===== config.mk =====
export PLATFORM = sky130hd
export DESIGN_NAME = rcs_reset_clock_ctrl
export DESIGN_NICKNAME = d
export VERILOG_FILES = /design/src/rtl/rcs_pkg.sv /design/src/rtl/rcs_reset_clock_ctrl.sv
export SDC_FILE = /design/constraint.sdc
export NUM_CORES = 1
export LEC_CHECK = 0
export BUFFER_PORTS_ARGS = -buffer_cell sky130_fd_sc_hd__buf_2
export CAP_MARGIN = 20
export CELL_PAD_IN_SITES_DETAIL_PLACEMENT = 0
export CELL_PAD_IN_SITES_GLOBAL_PLACEMENT = 1
export CORE_UTILIZATION = 40
export DETAILED_ROUTE_END_ITERATION = 10
export PLACE_DENSITY_LB_ADDON = 0.1
export SETUP_SLACK_MARGIN = 0.05
export SLEW_MARGIN = 40
export SYNTH_ARGS = -nofsm -noshare
export SYNTH_HDL_FRONTEND = slang
export SYNTH_SLANG_ARGS = --single-unit

===== constraint.sdc =====
create_clock -name sys_clk -period 3.07 [get_ports sys_clk]
set_clock_uncertainty 0.05 [all_clocks]
set_input_delay 0.614 -clock sys_clk [delete_from_list [all_inputs] [get_ports sys_clk]]
set_output_delay 0.614 -clock sys_clk [all_outputs]
set_load 0.02 [all_outputs]

===== src/rtl/rcs_pkg.sv =====
// Purpose: Shared constants for the reset and clock source controller
// Assumes: 10 MHz system clock, APB register access with 32-bit data
// Notes:   Offsets are byte addresses; each register is one aligned word
package rcs_pkg;
    // --------------------------------------------------------------
    // Timing
    // --------------------------------------------------------------
    localparam int SYS_CLK_HZ    = 10_000_000;
    localparam int CLK_PER_US    = SYS_CLK_HZ / 1_000_000;
    localparam int BROWN_CLR_US  = 500;
    localparam int BROWN_CLR_CYC = BROWN_CLR_US * CLK_PER_US;
    localparam int RST_HOLD_CYC  = 16;
    localparam int CNT_W         = 16;
    localparam int HOLD_W        = 5;
    localparam int WD_W          = 32;

    // --------------------------------------------------------------
    // Register offsets
    // --------------------------------------------------------------
    localparam logic [7:0] SUPPLY_FAULT_RESET_CTRL_OFS = 8'h00;
    localparam logic [7:0] REGULATOR_CTRL_REG_OFS      = 8'h04;
    localparam logic [7:0] RUN_CLOCK_CONFIG_REG_OFS    = 8'h08;
    localparam logic [7:0] RESET_CAUSE_REG_OFS         = 8'h0c;
    localparam logic [7:0] PERIPH_SW_RESET0_OFS        = 8'h10;
    localparam logic [7:0] PERIPH_SW_RESET1_OFS        = 8'h14;
    localparam logic [7:0] PERIPH_SW_RESET2_OFS        = 8'h18;
    localparam logic [7:0] BROWN_STATUS_OFS            = 8'h1c;
    localparam logic [7:0] WDOG_RELOAD_VALUE_OFS       = 8'h20;
    localparam logic [7:0] WDOG_CTRL_OFS               = 8'h24;
    localparam logic [7:0] WDOG_INT_CLEAR_OFS          = 8'h28;
    localparam logic [7:0] WDOG_COUNT_OFS              = 8'h2c;

    // --------------------------------------------------------------
    // Field positions
    // --------------------------------------------------------------
    localparam int SF_WAIT_BIT   = 0;
    localparam int SF_RSTSEL_BIT = 1;
    localparam int SF_DLY_LSB    = 16;
    localparam int RG_TRIM_LSB   = 0;
    localparam int RG_FLTEN_BIT  = 8;
    localparam int RC_SRC_LSB    = 4;
    localparam int RC_BYPASS_BIT = 11;
    localparam int CA_EXT_BIT    = 0;
    localparam int CA_POR_BIT    = 1;
    localparam int CA_BROWN_BIT  = 2;
    localparam int CA_SW_BIT     = 3;
    localparam int CA_WDOG_BIT   = 4;
    localparam int CA_LDO_BIT    = 5;
    localparam int BS_IRQ_BIT    = 0;
    localparam int BS_COND_BIT   = 1;
    localparam int WC_EN_BIT     = 0;
    localparam int WC_RSTEN_BIT  = 1;
    localparam int WC_IRQ_BIT    = 2;

    // --------------------------------------------------------------
    // Regulator trim and reset values
    // --------------------------------------------------------------
    localparam int TRIM_MIN_MV  = 2250;
    localparam int TRIM_MAX_MV  = 2750;
    localparam int TRIM_STEP_MV = 50;
    localparam logic [3:0] TRIM_MAX = 4'((TRIM_MAX_MV - TRIM_MIN_MV) / TRIM_STEP_MV);
    localparam logic [3:0] TRIM_RST = 4'h5;
    localparam logic [5:0] CAUSE_RST = 6'h02;

    // Oscillator source encodings
    typedef enum logic [1:0] {
        OSC_MAIN     = 2'h0,
        OSC_INT      = 2'h1,
        OSC_INT_DIV4 = 2'h2
    } rcs_osc_t;
endpackage


===== src/rtl/rcs_reset_clock_ctrl.sv =====
// Purpose: Reset gathering, peripheral resets, watchdog, regulator trim and
//          system clock source selection, with APB register access
// Assumes: Detector and pin inputs are asynchronous; core request is on sys_clk
// Notes:   Controls also return to defaults on every internal reset, cause bits stay sticky
// Function
// [RULE_01] Brown-out reset is off after power-up; software may enable it.
// [RULE_02] A brown-out raises either an interrupt or a system reset.
// [RULE_03] Brown-out resets only when the reset-select bit is set.
// [RULE_04] With wait set and reset clear, resample after delay; absent means nothing.
// [RULE_05] Qualified brown-out with reset selected asserts internal reset.
// [RULE_06] Internal brown-out condition clears 500 us after it is set.
// [RULE_07] After reset release the core fetches stack pointer, counter, instruction.
// [RULE_08] Three peripheral reset registers; set then clear resets that peripheral.
// [RULE_09] Peripheral reset bit layout equals the clock gating bit layout.
// [RULE_10] A peripheral reset asserts all resets of every clock domain of it.
// [RULE_11] Core system reset request resets whole system including core, then releases.
// [RULE_12] Watchdog interrupts on first time-out, may reset on the second.
// [RULE_13] After first time-out the 32-bit counter reloads and keeps counting.
// [RULE_14] Watchdog resets only if enabled and zero again with interrupt uncleared.
// [RULE_15] Enabled regulator fault sets its flag and resets; off after power-up.
// [RULE_16] Regulator trim field sets output from 2.25 V to 2.75 V in steps.
// [RULE_17] System clock comes from internal, main, internal/4 oscillator or PLL.
// [RULE_18] Source code 0x0 main, 0x1 internal, 0x2 internal divided by four.
// [RULE_19] Bypass 0 routes source through PLL; bypass 1 drives clock directly.
// [RULE_20] Software keeps PLL reference between 3.579545 and 8.192 MHz.
// [RULE_21] Sticky reset cause bits; an external pin reset clears the others.
// [RULE_22] System resets spare test access logic; peripheral resets spare the core.
// [RULE_23] Requests are synchronised and internal reset is held a fixed time.
`timescale 1ns/1ns
`default_nettype none

module rcs_reset_clock_ctrl
    import rcs_pkg::*;
#(
    parameter int BROWN_CLR_CYCLES = BROWN_CLR_CYC,
    parameter int RST_HOLD_CYCLES  = RST_HOLD_CYC
) (
    input  wire logic        sys_clk,         // System clock
    input  wire logic        resetn,          // Power-on reset, active low
    input  wire logic        psel,            // APB select
    input  wire logic        penable,         // APB enable
    input  wire logic        pwrite,          // APB direction
    input  wire logic [7:0]  paddr,           // APB byte address
    input  wire logic [31:0] pwdata,          // APB write data
    output logic      [31:0] prdata,          // APB read data
    output logic             pready,          // APB ready
    output logic             pslverr,         // APB error on unmapped address
    input  wire logic        brownDetect,     // Supply below threshold, async
    input  wire logic        regFaultDetect,  // Regulator out of regulation, async
    input  wire logic        extRstPinN,      // External reset pin, async
    input  wire logic        coreSysResetReq, // Core system reset request
    output logic             coreRstN,        // Core and system reset, active low
    output logic             bootFetch,       // Pulse: core may start its fetch
    output logic      [31:0] periphRst0,      // Peripheral resets, group 0
    output logic      [31:0] periphRst1,      // Peripheral resets, group 1
    output logic      [31:0] periphRst2,      // Peripheral resets, group 2
    output logic             brownIrq,        // Brown-out interrupt level
    output logic             wdogIrq,         // Watchdog interrupt level
    output logic      [3:0]  regTrim,         // Regulator voltage trim
    output logic      [1:0]  clkSrcSel,       // Oscillator source select
    output logic             pllSelect        // 1: system clock from PLL
);

    // ------------------------------------------------------------------
    // State
    // ------------------------------------------------------------------
    typedef struct packed {
        logic [2:0]        brSyn;
        logic [2:0]        ldoSyn;
        logic [2:0]        extSyn;
        logic              brLvl;
        logic              ldoLvl;
        logic              extLvl;
        logic              brCond;
        logic [CNT_W-1:0]  brClrCnt;
        logic              brWait;
        logic [CNT_W-1:0]  brWaitCnt;
        logic              brIrq;
        logic              resetSel;
        logic              waitEn;
        logic [CNT_W-1:0]  resampleDly;
        logic [3:0]        trim;
        logic              ldoRstEn;
        logic [1:0]        oscillator_source_select;
        logic              bypass;
        logic [5:0]        cause;
        logic [31:0]       prst0;
        logic [31:0]       prst1;
        logic [31:0]       prst2;
        logic [WD_W-1:0]   wdLoad;
        logic [WD_W-1:0]   wdCnt;
        logic              wdEn;
        logic              wdRstEn;
        logic              wdIrq;
        logic [HOLD_W-1:0] rstCnt;
        logic              coreRstN;
        logic              fetchGo;
        logic [31:0]       prdata;
        logic              pready;
        logic              pslverr;
    } rcs_state_t;

    rcs_state_t s_r;
    rcs_state_t s_nxt;

    // Three-stage synchroniser step; level moves once stages two and three agree
    function automatic logic [3:0] syncStep(logic [2:0] stg, logic lvl, logic din);
        logic nl;
        nl = lvl;
        if (stg[1] == stg[2]) begin
            nl = stg[2];
        end
        return {nl, stg[1:0], din};
    endfunction

    // ------------------------------------------------------------------
    // Next-state logic
    // ------------------------------------------------------------------
    always_comb begin
        logic [3:0]  sy;
        logic        setup;
        logic        wr;
        logic        hit;
        logic [31:0] rd;
        logic        brSet;
        logic        brReq;
        logic        ldoReq;
        logic        extReq;
        logic        wdReq;
        logic        anyReq;
        sy     = '0;
        rd     = '0;
        hit    = 1'b1;
        brReq  = 1'b0;
        wdReq  = 1'b0;
        anyReq = 1'b0;
        setup  = psel && !penable;
        wr     = psel && penable && s_r.pready && pwrite && !s_r.pslverr;
        brSet  = s_r.brLvl && !s_r.brCond;
        ldoReq = s_r.ldoLvl && s_r.ldoRstEn;                         // RULE_15
        extReq = !s_r.extLvl;
        s_nxt  = s_r;
        // Synchronise asynchronous inputs
        sy = syncStep(s_r.brSyn, s_r.brLvl, brownDetect);            // RULE_23
        s_nxt.brLvl = sy[3];
        s_nxt.brSyn = sy[2:0];
        sy = syncStep(s_r.ldoSyn, s_r.ldoLvl, regFaultDetect);       // RULE_23
        s_nxt.ldoLvl = sy[3];
        s_nxt.ldoSyn = sy[2:0];
        sy = syncStep(s_r.extSyn, s_r.extLvl, extRstPinN);           // RULE_23
        s_nxt.extLvl = sy[3];
        s_nxt.extSyn = sy[2:0];
        // APB: setup captures read data, access edge commits writes
        unique case (paddr)
            SUPPLY_FAULT_RESET_CTRL_OFS: begin
                rd[SF_WAIT_BIT]   = s_r.waitEn;
                rd[SF_RSTSEL_BIT] = s_r.resetSel;
                rd[SF_DLY_LSB +: CNT_W] = s_r.resampleDly;
            end
            REGULATOR_CTRL_REG_OFS: begin
                rd[RG_TRIM_LSB +: 4] = s_r.trim;
                rd[RG_FLTEN_BIT]     = s_r.ldoRstEn;
            end
            RUN_CLOCK_CONFIG_REG_OFS: begin
                rd[RC_SRC_LSB +: 2] = s_r.oscillator_source_select;
                rd[RC_BYPASS_BIT]   = s_r.bypass;
            end
            RESET_CAUSE_REG_OFS:   rd[5:0] = s_r.cause;
            PERIPH_SW_RESET0_OFS:  rd = s_r.prst0;
            PERIPH_SW_RESET1_OFS:  rd = s_r.prst1;
            PERIPH_SW_RESET2_OFS:  rd = s_r.prst2;
            BROWN_STATUS_OFS: begin
                rd[BS_IRQ_BIT]  = s_r.brIrq;
                rd[BS_COND_BIT] = s_r.brCond;
            end
            WDOG_RELOAD_VALUE_OFS: rd = s_r.wdLoad;
            WDOG_CTRL_OFS: begin
                rd[WC_EN_BIT]    = s_r.wdEn;
                rd[WC_RSTEN_BIT] = s_r.wdRstEn;
                rd[WC_IRQ_BIT]   = s_r.wdIrq;
            end
            WDOG_INT_CLEAR_OFS:    rd = '0;
            WDOG_COUNT_OFS:        rd = s_r.wdCnt;
            default:               hit = 1'b0;
        endcase
        s_nxt.pready = setup;
        if (setup) begin
            s_nxt.prdata  = rd;
            s_nxt.pslverr = !hit;
        end
        // Register writes
        if (wr) begin
            unique case (paddr)
                SUPPLY_FAULT_RESET_CTRL_OFS: begin
                    s_nxt.waitEn      = pwdata[SF_WAIT_BIT];
                    s_nxt.resetSel    = pwdata[SF_RSTSEL_BIT];       // RULE_01
                    s_nxt.resampleDly = pwdata[SF_DLY_LSB +: CNT_W];
                end
                REGULATOR_CTRL_REG_OFS: begin
                    s_nxt.trim = (pwdata[RG_TRIM_LSB +: 4] > TRIM_MAX) ? TRIM_MAX : pwdata[RG_TRIM_LSB +: 4]; // RULE_16
                    s_nxt.ldoRstEn = pwdata[RG_FLTEN_BIT];
                end
                RUN_CLOCK_CONFIG_REG_OFS: begin
                    // Reserved source code 0x3 leaves the source unchanged
                    if (pwdata[RC_SRC_LSB +: 2] != 2'h3) begin
                        s_nxt.oscillator_source_select = pwdata[RC_SRC_LSB +: 2];      // RULE_18
                    end
                    s_nxt.bypass = pwdata[RC_BYPASS_BIT];            // RULE_19
                end
                RESET_CAUSE_REG_OFS:   s_nxt.cause = s_r.cause & ~pwdata[5:0];
                PERIPH_SW_RESET0_OFS:  s_nxt.prst0 = pwdata;         // RULE_08
                PERIPH_SW_RESET1_OFS:  s_nxt.prst1 = pwdata;         // RULE_08
                PERIPH_SW_RESET2_OFS:  s_nxt.prst2 = pwdata;         // RULE_08
                BROWN_STATUS_OFS:      s_nxt.brIrq = s_r.brIrq && !pwdata[BS_IRQ_BIT];
                WDOG_RELOAD_VALUE_OFS: begin
                    s_nxt.wdLoad = pwdata;
                    s_nxt.wdCnt  = pwdata;
                end
                WDOG_CTRL_OFS: begin
                    s_nxt.wdEn    = pwdata[WC_EN_BIT];
                    s_nxt.wdRstEn = pwdata[WC_RSTEN_BIT];
                end
                WDOG_INT_CLEAR_OFS:    s_nxt.wdIrq = 1'b0;
                default: ;
            endcase
        end
        // Brown-out condition: set once, then blocked until it clears
        if (brSet) begin
            s_nxt.brCond   = 1'b1;
            s_nxt.brClrCnt = '0;
            if (s_r.resetSel) begin
                brReq = 1'b1;                                        // RULE_03 RULE_05
            end else if (s_r.waitEn) begin
                s_nxt.brWait    = 1'b1;                              // RULE_04
                s_nxt.brWaitCnt = '0;
            end else begin
                s_nxt.brIrq = 1'b1;                                  // RULE_02
            end
        end else if (s_r.brCond) begin
            if (s_r.brClrCnt == CNT_W'(BROWN_CLR_CYCLES - 1)) begin
                s_nxt.brCond = 1'b0;                                 // RULE_06
            end else begin
                s_nxt.brClrCnt = s_r.brClrCnt + 1'b1;
            end
        end
        // Noise filter: resample the level after the programmed delay
        if (s_r.brWait) begin
            if (s_r.brWaitCnt >= s_r.resampleDly) begin
                s_nxt.brWait = 1'b0;
                if (s_r.brLvl) begin
                    s_nxt.brIrq = 1'b1;                              // RULE_04 RULE_02
                end
            end else begin
                s_nxt.brWaitCnt = s_r.brWaitCnt + 1'b1;
            end
        end
        // Watchdog down counter with two-stage time-out
        if (s_r.wdEn) begin
            if (s_r.wdCnt == '0) begin
                s_nxt.wdCnt = s_r.wdLoad;                            // RULE_13
                if (!s_r.wdIrq) begin
                    s_nxt.wdIrq = 1'b1;                              // RULE_12
                end else if (s_r.wdRstEn) begin
                    wdReq = 1'b1;                                    // RULE_14
                end
            end else begin
                s_nxt.wdCnt = s_r.wdCnt - 1'b1;
            end
        end
        // Other reset requests
        anyReq = brReq || ldoReq || extReq || wdReq || coreSysResetReq; // RULE_11
        // Sticky cause bits; a pin reset leaves only its own bit
        if (extReq) begin
            s_nxt.cause = 6'h01 << CA_EXT_BIT;                       // RULE_21
        end else begin
            if (brReq) begin
                s_nxt.cause[CA_BROWN_BIT] = 1'b1;                    // RULE_21
            end
            if (coreSysResetReq) begin
                s_nxt.cause[CA_SW_BIT] = 1'b1;                       // RULE_21
            end
            if (wdReq) begin
                s_nxt.cause[CA_WDOG_BIT] = 1'b1;                     // RULE_21
            end
            if (ldoReq) begin
                s_nxt.cause[CA_LDO_BIT] = 1'b1;                      // RULE_15
            end
        end
        // Internal reset hold counter
        if (anyReq) begin
            s_nxt.rstCnt = HOLD_W'(RST_HOLD_CYCLES);                 // RULE_23
        end else if (s_r.rstCnt != '0) begin
            s_nxt.rstCnt = s_r.rstCnt - 1'b1;
        end
        s_nxt.coreRstN = (s_nxt.rstCnt == '0);                       // RULE_11 RULE_22
        s_nxt.fetchGo  = !s_r.coreRstN && s_nxt.coreRstN;            // RULE_07
        // System reset returns controls to defaults, keeps cause bits
        if (!s_nxt.coreRstN) begin
            s_nxt.resetSel    = 1'b0;                                // RULE_01
            s_nxt.waitEn      = 1'b0;
            s_nxt.resampleDly = '0;
            s_nxt.ldoRstEn    = 1'b0;                                // RULE_15
            s_nxt.trim        = TRIM_RST;
            s_nxt.oscillator_source_select      = OSC_MAIN;
            s_nxt.bypass      = 1'b1;
            s_nxt.wdEn        = 1'b0;
            s_nxt.wdRstEn     = 1'b0;
            s_nxt.wdIrq       = 1'b0;
            s_nxt.wdLoad      = '1;
            s_nxt.wdCnt       = '1;
            s_nxt.brIrq       = 1'b0;
            s_nxt.brWait      = 1'b0;
            // All peripherals held in reset with the system
            s_nxt.prst0 = '1;                                        // RULE_22
            s_nxt.prst1 = '1;
            s_nxt.prst2 = '1;
        end else if (!s_r.coreRstN) begin
            s_nxt.prst0 = '0;
            s_nxt.prst1 = '0;
            s_nxt.prst2 = '0;
        end
    end

    // ------------------------------------------------------------------
    // State register
    // ------------------------------------------------------------------
    always_ff @(posedge sys_clk or negedge resetn) begin
        if (!resetn) begin
            s_r          <= '0;
            s_r.extSyn   <= 3'h7;
            s_r.extLvl   <= 1'b1;
            s_r.bypass   <= 1'b1;
            s_r.trim     <= TRIM_RST;
            s_r.cause    <= CAUSE_RST;
            s_r.wdLoad   <= '1;
            s_r.wdCnt    <= '1;
            s_r.rstCnt   <= HOLD_W'(RST_HOLD_CYCLES);
            s_r.prst0    <= '1;
            s_r.prst1    <= '1;
            s_r.prst2    <= '1;
        end else begin
            s_r <= s_nxt;
        end
    end

    // ------------------------------------------------------------------
    // Outputs
    // ------------------------------------------------------------------
    // Each bit feeds every domain reset of its unit; layout as clock gating
    assign periphRst0 = s_r.prst0;                                   // RULE_09 RULE_10
    assign periphRst1 = s_r.prst1;                                   // RULE_09 RULE_10
    assign periphRst2 = s_r.prst2;                                   // RULE_09 RULE_10
    assign prdata     = s_r.prdata;
    assign pready     = s_r.pready;
    assign pslverr    = s_r.pslverr;
    assign coreRstN   = s_r.coreRstN;
    assign bootFetch  = s_r.fetchGo;
    assign brownIrq   = s_r.brIrq;
    assign wdogIrq    = s_r.wdIrq;
    assign regTrim    = s_r.trim;
    // Source and PLL path for the clock mux outside
    assign clkSrcSel  = s_r.oscillator_source_select;                                  // RULE_17
    assign pllSelect  = !s_r.bypass;                                 // RULE_19

endmodule

`default_nettype wire


==> results.tsv, run 1 <==
metric	value	unit
status	finished, final reports clean	
gp_congestion	0.8158	
fin_crit	2.926	ns
root_buffer	clkbuf_16	
crit_fanout	34	
start_kind	register	
cp.arrival	3.33	ns
grt_pass1_vias	12964	
power.density	480.8	nW/um^2
tns	0	ns
wl_per_cell	22.48	um
drt_iter0_markers	647	
cts_sinks	283	
tritoncts	done	
use_met3	0.03082	
grt_antenna_before_repair	0	
antenna_left	0	
clock_latency	0.55	ns
gr-total-overflow	0	
first_pass_iters	7	
maxSlewHeadroom	0.5021	
dp_cells	2189	
seqCellArea	7295	sq um
core_area	39730	sq um
fin_crit_sh	0.9532	
busiest_layer	met2	
layout.cells.non_filler	2252	
synth_cell_types	78	
yosys_warnings	0	
vias	12739	
drv_cap	0	
synth_seq_cells	283	
hold_path.class	input port to register	
syn2layout_area_growth	12.75	%
finalSetupViolations	0	
fmax	341.7	MHz
ys_seq_area_frac	0.4525	
path_cells	inv_1, ha_1, nand2b_1, nor4_4, and4_4, a41o_2, or4_1, buf_12, or3_1	
grt_util_met1	0.3509	
synth_fp_nets	1715	
slowest_stage	or4_1	
drt_wl_total	50630	um
place_hpwl	34780	um
crit_buf_inv	2	
slew_viol_final	0	
grt_max_degree	74	
crit_required	3.48	ns
nNetsFinal	1772	
p_leak	7.768	nW
slowest_delay	0.68	ns
layout-drive-gt1-share	0.3480	
fp.dieArea	41100	sq um
path_clk_slew	0.06	ns
syn_area_per_cell	9.798	sq um
cts_max_level	2	
synthArstFlopShare	1.000	
diodes	0	
critPathCaptureType	register	
synth_area	16120	sq um
use_met2	0.3969	
boundaryPins	190	
synth_edf_count	0	
die_w	202.7	um
grt_usage	0.2503	
netlist_instances	1645	
numPortBuffers	189	
hold_viol	0	
synth_flop_cell	dfstp_2	
multi_input_area	7181	sq um
synth_area_leaders	dfstp_2 28%, dfrtp_1 18%, buf_4 6.3%	
via_per_inst	5.657	
cp_top_family	simple AND/OR/NAND/NOR gates	
die_y	202.7	um
yosysTopAreaCell	dfstp_2	
clockBufferDepth	3	
grt_pass1_wl	79250	um
rsz0062_at_grt	yes	
ir_drop	0.3130	mV
start_util	0.4057	
numCtsBuffers	35	
route.detailed.drc	0	
worst_pin_slew	0.7468	ns
critPathKind	register to register	
synth_top_area_share	0.2755	
fill_cells	3886	
rows	73	
[power breakdown]
group          leakage, nW  switching (mW)  internal [mW]
sequential            3.27           0.111           3.88
combinational         3.94           0.445          0.244
clock                0.552            1.64           2.42
[layout by cell type, fill, tap and decap left out, types with 8 or more instances in the layout]
cell | synthesis | layout
or4_1 | 8 | 8
nor3_1 | 25 | 25
a222oi_1 | 15 | 15
ha_1 | 21 | 21
a41oi_1 | 9 | 9
o211ai_1 | 16 | 16
nand3_1 | 55 | 55
inv_1 | 33 | 31
dfstp_2 | 169 | 169
nor4_1 | 11 | 11
nand3_2 | 28 | 28
a22o_1 | 12 | 12
clkbuf_16 | 0 | 37
a21o_1 | 18 | 18
a21boi_0 | 18 | 18
clkbuf_8 | 0 | 9
nand4_1 | 16 | 16
nand2b_1 | 10 | 10
nor2_1 | 89 | 86
o21ai_0 | 107 | 107
mux2i_1 | 93 | 93
o211ai_2 | 11 | 11
a31oi_1 | 23 | 23
buf_2 | 4 | 188
or3_1 | 24 | 24
dfrtp_1 | 114 | 113
buf_12 | 0 | 17
buf_4 | 135 | 61
nand2_1 | 166 | 165
xor2_1 | 12 | 12
a22oi_1 | 50 | 50
xnor2_1 | 24 | 24
o21ai_2 | 35 | 35
clkbuf_1 | 91 | 10
a21oi_1 | 82 | 82
a221oi_1 | 10 | 10
[path summary, 6_finish.rpt]
kind,startpoint,end,slack [ns],cells past startpoint
max,s_r[45],s_r[62],0.14,9
min,extRstPinN,s_nxt[275],0.13,1
max reg2reg,s_r[45],s_r[62],0.14,9
min reg2reg,s_nxt[281],s_nxt[282],0.30,0
max in group asynchronous,resetn,periphRst2[4],1.56,3
min in group asynchronous,resetn,prdata[14],0.60,2
[routing by layer]
| metal | wire length (um) | vias to the layer above |
|---|---|---|
| li1 | - | 5932 |
| met1 | 23550 | 6397 |
| met2 | 23530 | 332 |
| met3 | 2071 | 78 |
| met4 | 1474 | 0 |
| met5 | 0 | - |
[through the flow]
stage	setup slack (ns)	hold WS, ns	total power, mW	cell area [sq um]	util
after floorplan	0.3739	0.2684	4.469	16120	-
after global placement	0.2005	0.2866	4.735	17020	0.4283
after detailed placement	0.1469	0.2903	4.740	17020	0.4283
after CTS	0.1279	0.09578	8.870	18150	0.4569
after global routing	0.03646	0.1106	9.081	18170	0.4574
final	0.1437	0.1258	8.738	18170	0.4574
[registers in the layout (all words and copies together), names as in the netlist]
name / count
bootFetch: 1
brownIrq: 1
clkSrcSel: 2
coreRstN: 1
periphRst0: 32
periphRst1: 32
periphRst2: 32
prdata: 32
pready: 1
pslverr: 1
regTrim: 4
s_nxt: 6
s_r: 137
wdogIrq: 1
[layout make-up]
cell class,instances,share of cell area
sequential,283,0.4014
multi-input combinational,1079,0.3951
timing repair buffer,269,0.09770
clock buffer,56,0.05983
tap,525,0.03615
inverter,34,0.007780
clock inverter,6,0.001997
[cells in the mapped netlist (all sizes together) (6+ instances only)]
| library cell | n |
|---|---|
| mux2i | 93 |
| a211o | 7 |
| nand2b | 10 |
| nor2 | 89 |
| a221oi | 10 |
| dfstp | 169 |
| xor2 | 12 |
| nor3b | 6 |
| a22o | 12 |
| a222oi | 15 |
| a21oi | 82 |
| nor4 | 14 |
| o211ai | 27 |
| or3 | 24 |
| buf | 157 |
| nand3 | 83 |
| ha | 21 |
| and3 | 7 |
| or4 | 9 |
| nand2 | 166 |
| a21boi | 18 |
| a31oi | 23 |
| nand4 | 16 |
| a41oi | 9 |
| and2 | 7 |
| dfrtp | 114 |
| xnor2 | 24 |
| nor3 | 27 |
| a21o | 18 |
| inv | 34 |
| o21ai | 142 |
| a22oi | 50 |
| clkbuf | 92 |
[kinds of logic (layout without fill, tap and decap cells)]
| logic type | after synthesis | in the layout | share of synthesized area |
|---|---|---|---|
| XOR/XNOR | 36 | 36 | 0.01956 |
| adder cells (fa/ha/maj) | 24 | 24 | 0.01816 |
| flip-flops | 283 | 283 | 0.4525 |
| buffers and inverters | 283 | 365 | 0.1039 |
| multiplexers | 96 | 96 | 0.05985 |
| AND/OR/NAND/NOR | 483 | 483 | 0.1562 |
| AO/OA/AOI/OAI | 440 | 440 | 0.1898 |
[timing repair]
item / in CTS / in global routing
buffers inserted: 0 / 0
hold buffers: 1 / 0
resized for setup: 0 / 4
hold endpoints to repair: 1 / 0
endpoints found under the setup margin: 0 / 37
(Power assumes the default switching activity.)
==> run 2: changes to the inputs <==
CORE_UTILIZATION = 46   (was 40)
==> results.tsv, run 2 (synthesis results as in run 1) <==
metric	value	unit	change
status	finished, final reports clean		unchanged
intPower	6.663	mW	was 6.543 mW
route.detailed.drc	0		unchanged
core_area	34540	sq um	was 39730 sq um
cts_max_level	2		unchanged
die_y	189.2	um	was 202.7 um
combPwrFrac	0.078		was 0.079
gr-total-overflow	0		unchanged
p_leak	7.754	nW	was 7.768 nW
dp_cells	2118		was 2189
p_clk_frac	0.469		was 0.465
root_buffer	clkbuf_16		unchanged
nNetsFinal	1770		was 1772
start_kind	register		unchanged
rows	68		was 73
numPortBuffers	189		unchanged
first_pass_iters	6		was 7
path_cells	inv_1, ha_1, nand2b_1, nor4_4, and4_4, a41o_2, or4_1, inv_6, buf_12, o21ai_0		was inv_1, ha_1, nand2b_1, nor4_4, and4_4, a41o_2, or4_1, buf_12, or3_1
via_per_inst	5.907		was 5.657
cp.arrival	3.26	ns	was 3.33 ns
p_seq_frac	0.454		was 0.456
wl_per_cell	21.87	um	was 22.48 um
r2r_slack	0.18	ns	was 0.14 ns
clockBufferDepth	3		unchanged
layout-drive-gt1-share	0.3465		was 0.3480
rr_endpoint	periphRst1[26]		was s_r[62]
layout.cells.non_filler	2181		was 2252
syn2layout_area_growth	12.37	%	was 12.75%
critPathCaptureType	register		unchanged
cts_sinks	283		unchanged
drv_cap	0		unchanged
startpoint	s_r[45]		unchanged
final_common_cell	buf_2		unchanged
critPathKind	register to register		unchanged
fmax	345.7	MHz	was 341.7 MHz
hold_viol	0		unchanged
vias	12884		was 12739
die_w	189.2	um	was 202.7 um
r2r_cells	10		was 9
clock_latency	0.51	ns	was 0.55 ns
slowest_stage	or4_1		unchanged
path_clk_slew	0.06	ns	about the same
largest_reg_flops	137		unchanged
grt_antenna_before_repair	0		unchanged
p_switching	2.128	mW	was 2.194 mW
min_delay_worst_endpoint	s_nxt[278]		was s_nxt[275]
slew_viol_final	0		unchanged
largest-register	s_r		unchanged
rsz0062_at_grt	yes		unchanged
grt_usage	0.2689		was 0.2503
maxSlewHeadroom	0.5308		was 0.5021
worst_pin_slew	0.7038	ns	was 0.7468 ns
drt_wl_total	47690	um	was 50630 um
start_util	0.4666		was 0.4057
power.density	485.3	nW/um^2	was 480.8 nW/um^2
grt_max_degree	74		unchanged
slowest_delay	0.61	ns	was 0.68 ns
min_path_cells	1		unchanged
crit_fanout	26		was 34
fin_crit	2.893	ns	was 2.926 ns
cts_resized	0		unchanged
boundaryPins	190		unchanged
crit_required	3.43	ns	was 3.48 ns
finalSetupViolations	0		unchanged
ir_drop	0.2890	mV	was 0.3130 mV
switching_share	0.2420		was 0.2511
diodes	0		unchanged
gp_congestion	0.8723		was 0.8158
post-route-util	0.5243		was 0.4574
place_hpwl	32980	um	was 34780 um
grt_pass1_vias	12749		was 12964
r2r_start	s_r[45]		unchanged
drt_iter0_markers	929		was 647
antenna_left	0		unchanged
final_cell_mix	188 x buf_2, 169 x dfstp_2, 165 x nand2_1		unchanged
numCtsBuffers	34		was 35
tns	0	ns	unchanged
grt_pass1_wl	75410	um	was 79250 um
fp.dieArea	35790	sq um	was 41100 sq um
tritoncts	done		unchanged
hold_path.class	input port to register		unchanged
fin_crit_sh	0.9422		was 0.9532
min_from	regFaultDetect		was extRstPinN
## run 2: how the worst max path moves through the flow
stage / endpoint / cells after the start
after CTS: periphRst1[26] / 10
after detailed placement: s_r[75] / 9
final: periphRst1[26] / 10
after global placement: s_r[73] / 9
after floorplan: s_r[64] / 10
after global routing: bootFetch / 8
## run 2: cell type report
class                      instances  area (sq um)
timing repair buffer             268          1793
multi-input combinational       1079          7172
fill                            3284         16430
clock inverter                     6         82.58
inverter                          34         133.9
sequential                       283          7295
tap                              455         569.3
clock buffer                      56          1067
## run 2: power by group through the flow
stage	combinational [mW]	clock [mW]	sequential, mW
floorplan	0.460	0	4.01
global placement	0.682	0	4.04
detailed placement	0.689	0	4.04
CTS	0.691	4.22	3.99
global route	0.756	4.37	4.00
finish	0.682	4.12	3.99
## run 2: worst max-delay path, delay by kind of cell, from the launching register on
family,cells,cell delay (ns)
AOI/OAI and AO/OA,2,0.41
buffers and inverters,3,0.60
DFF,1,0.55
adders and majority gates,1,0.18
and+or+nand+nor,4,1.01
## run 2: timing repair
item,4_1_cts,5_1_grt
setup buffers,0,0
endpoints found under the setup margin,0,1
hold buffers,1,0
endpoints found under the hold margin,9,0
## run 2: per-layer routing
| metal | global-route usage | wire length [um] | share of wire | vias to the layer above |
|---|---|---|---|---|
| li1 | - | - | - | 5933 |
| met1 | 0.3803 | 21500 | 0.45 | 6483 |
| met2 | 0.4262 | 22270 | 0.47 | 402 |
| met3 | 0.04300 | 2836 | 0.059 | 66 |
| met4 | 0.07444 | 1076 | 0.023 | 0 |
| met5 | 0 | 0 | 0 | - |
## run 2: metrics by stage
step | power (mW) | setup WS [ns] | hold slack, ns | area [sq um]
2_1_floorplan | 4.469 | 0.3739 | 0.2684 | 16120
3_3_place_gp | 4.723 | 0.2400 | 0.2822 | 16950
3_5_place_dp | 4.731 | 0.1958 | 0.2864 | 16950
4_1_cts | 8.893 | 0.1694 | 0.1397 | 18110
5_1_grt | 9.130 | 0.04918 | 0.1442 | 18110
6_report | 8.791 | 0.1774 | 0.1596 | 18110
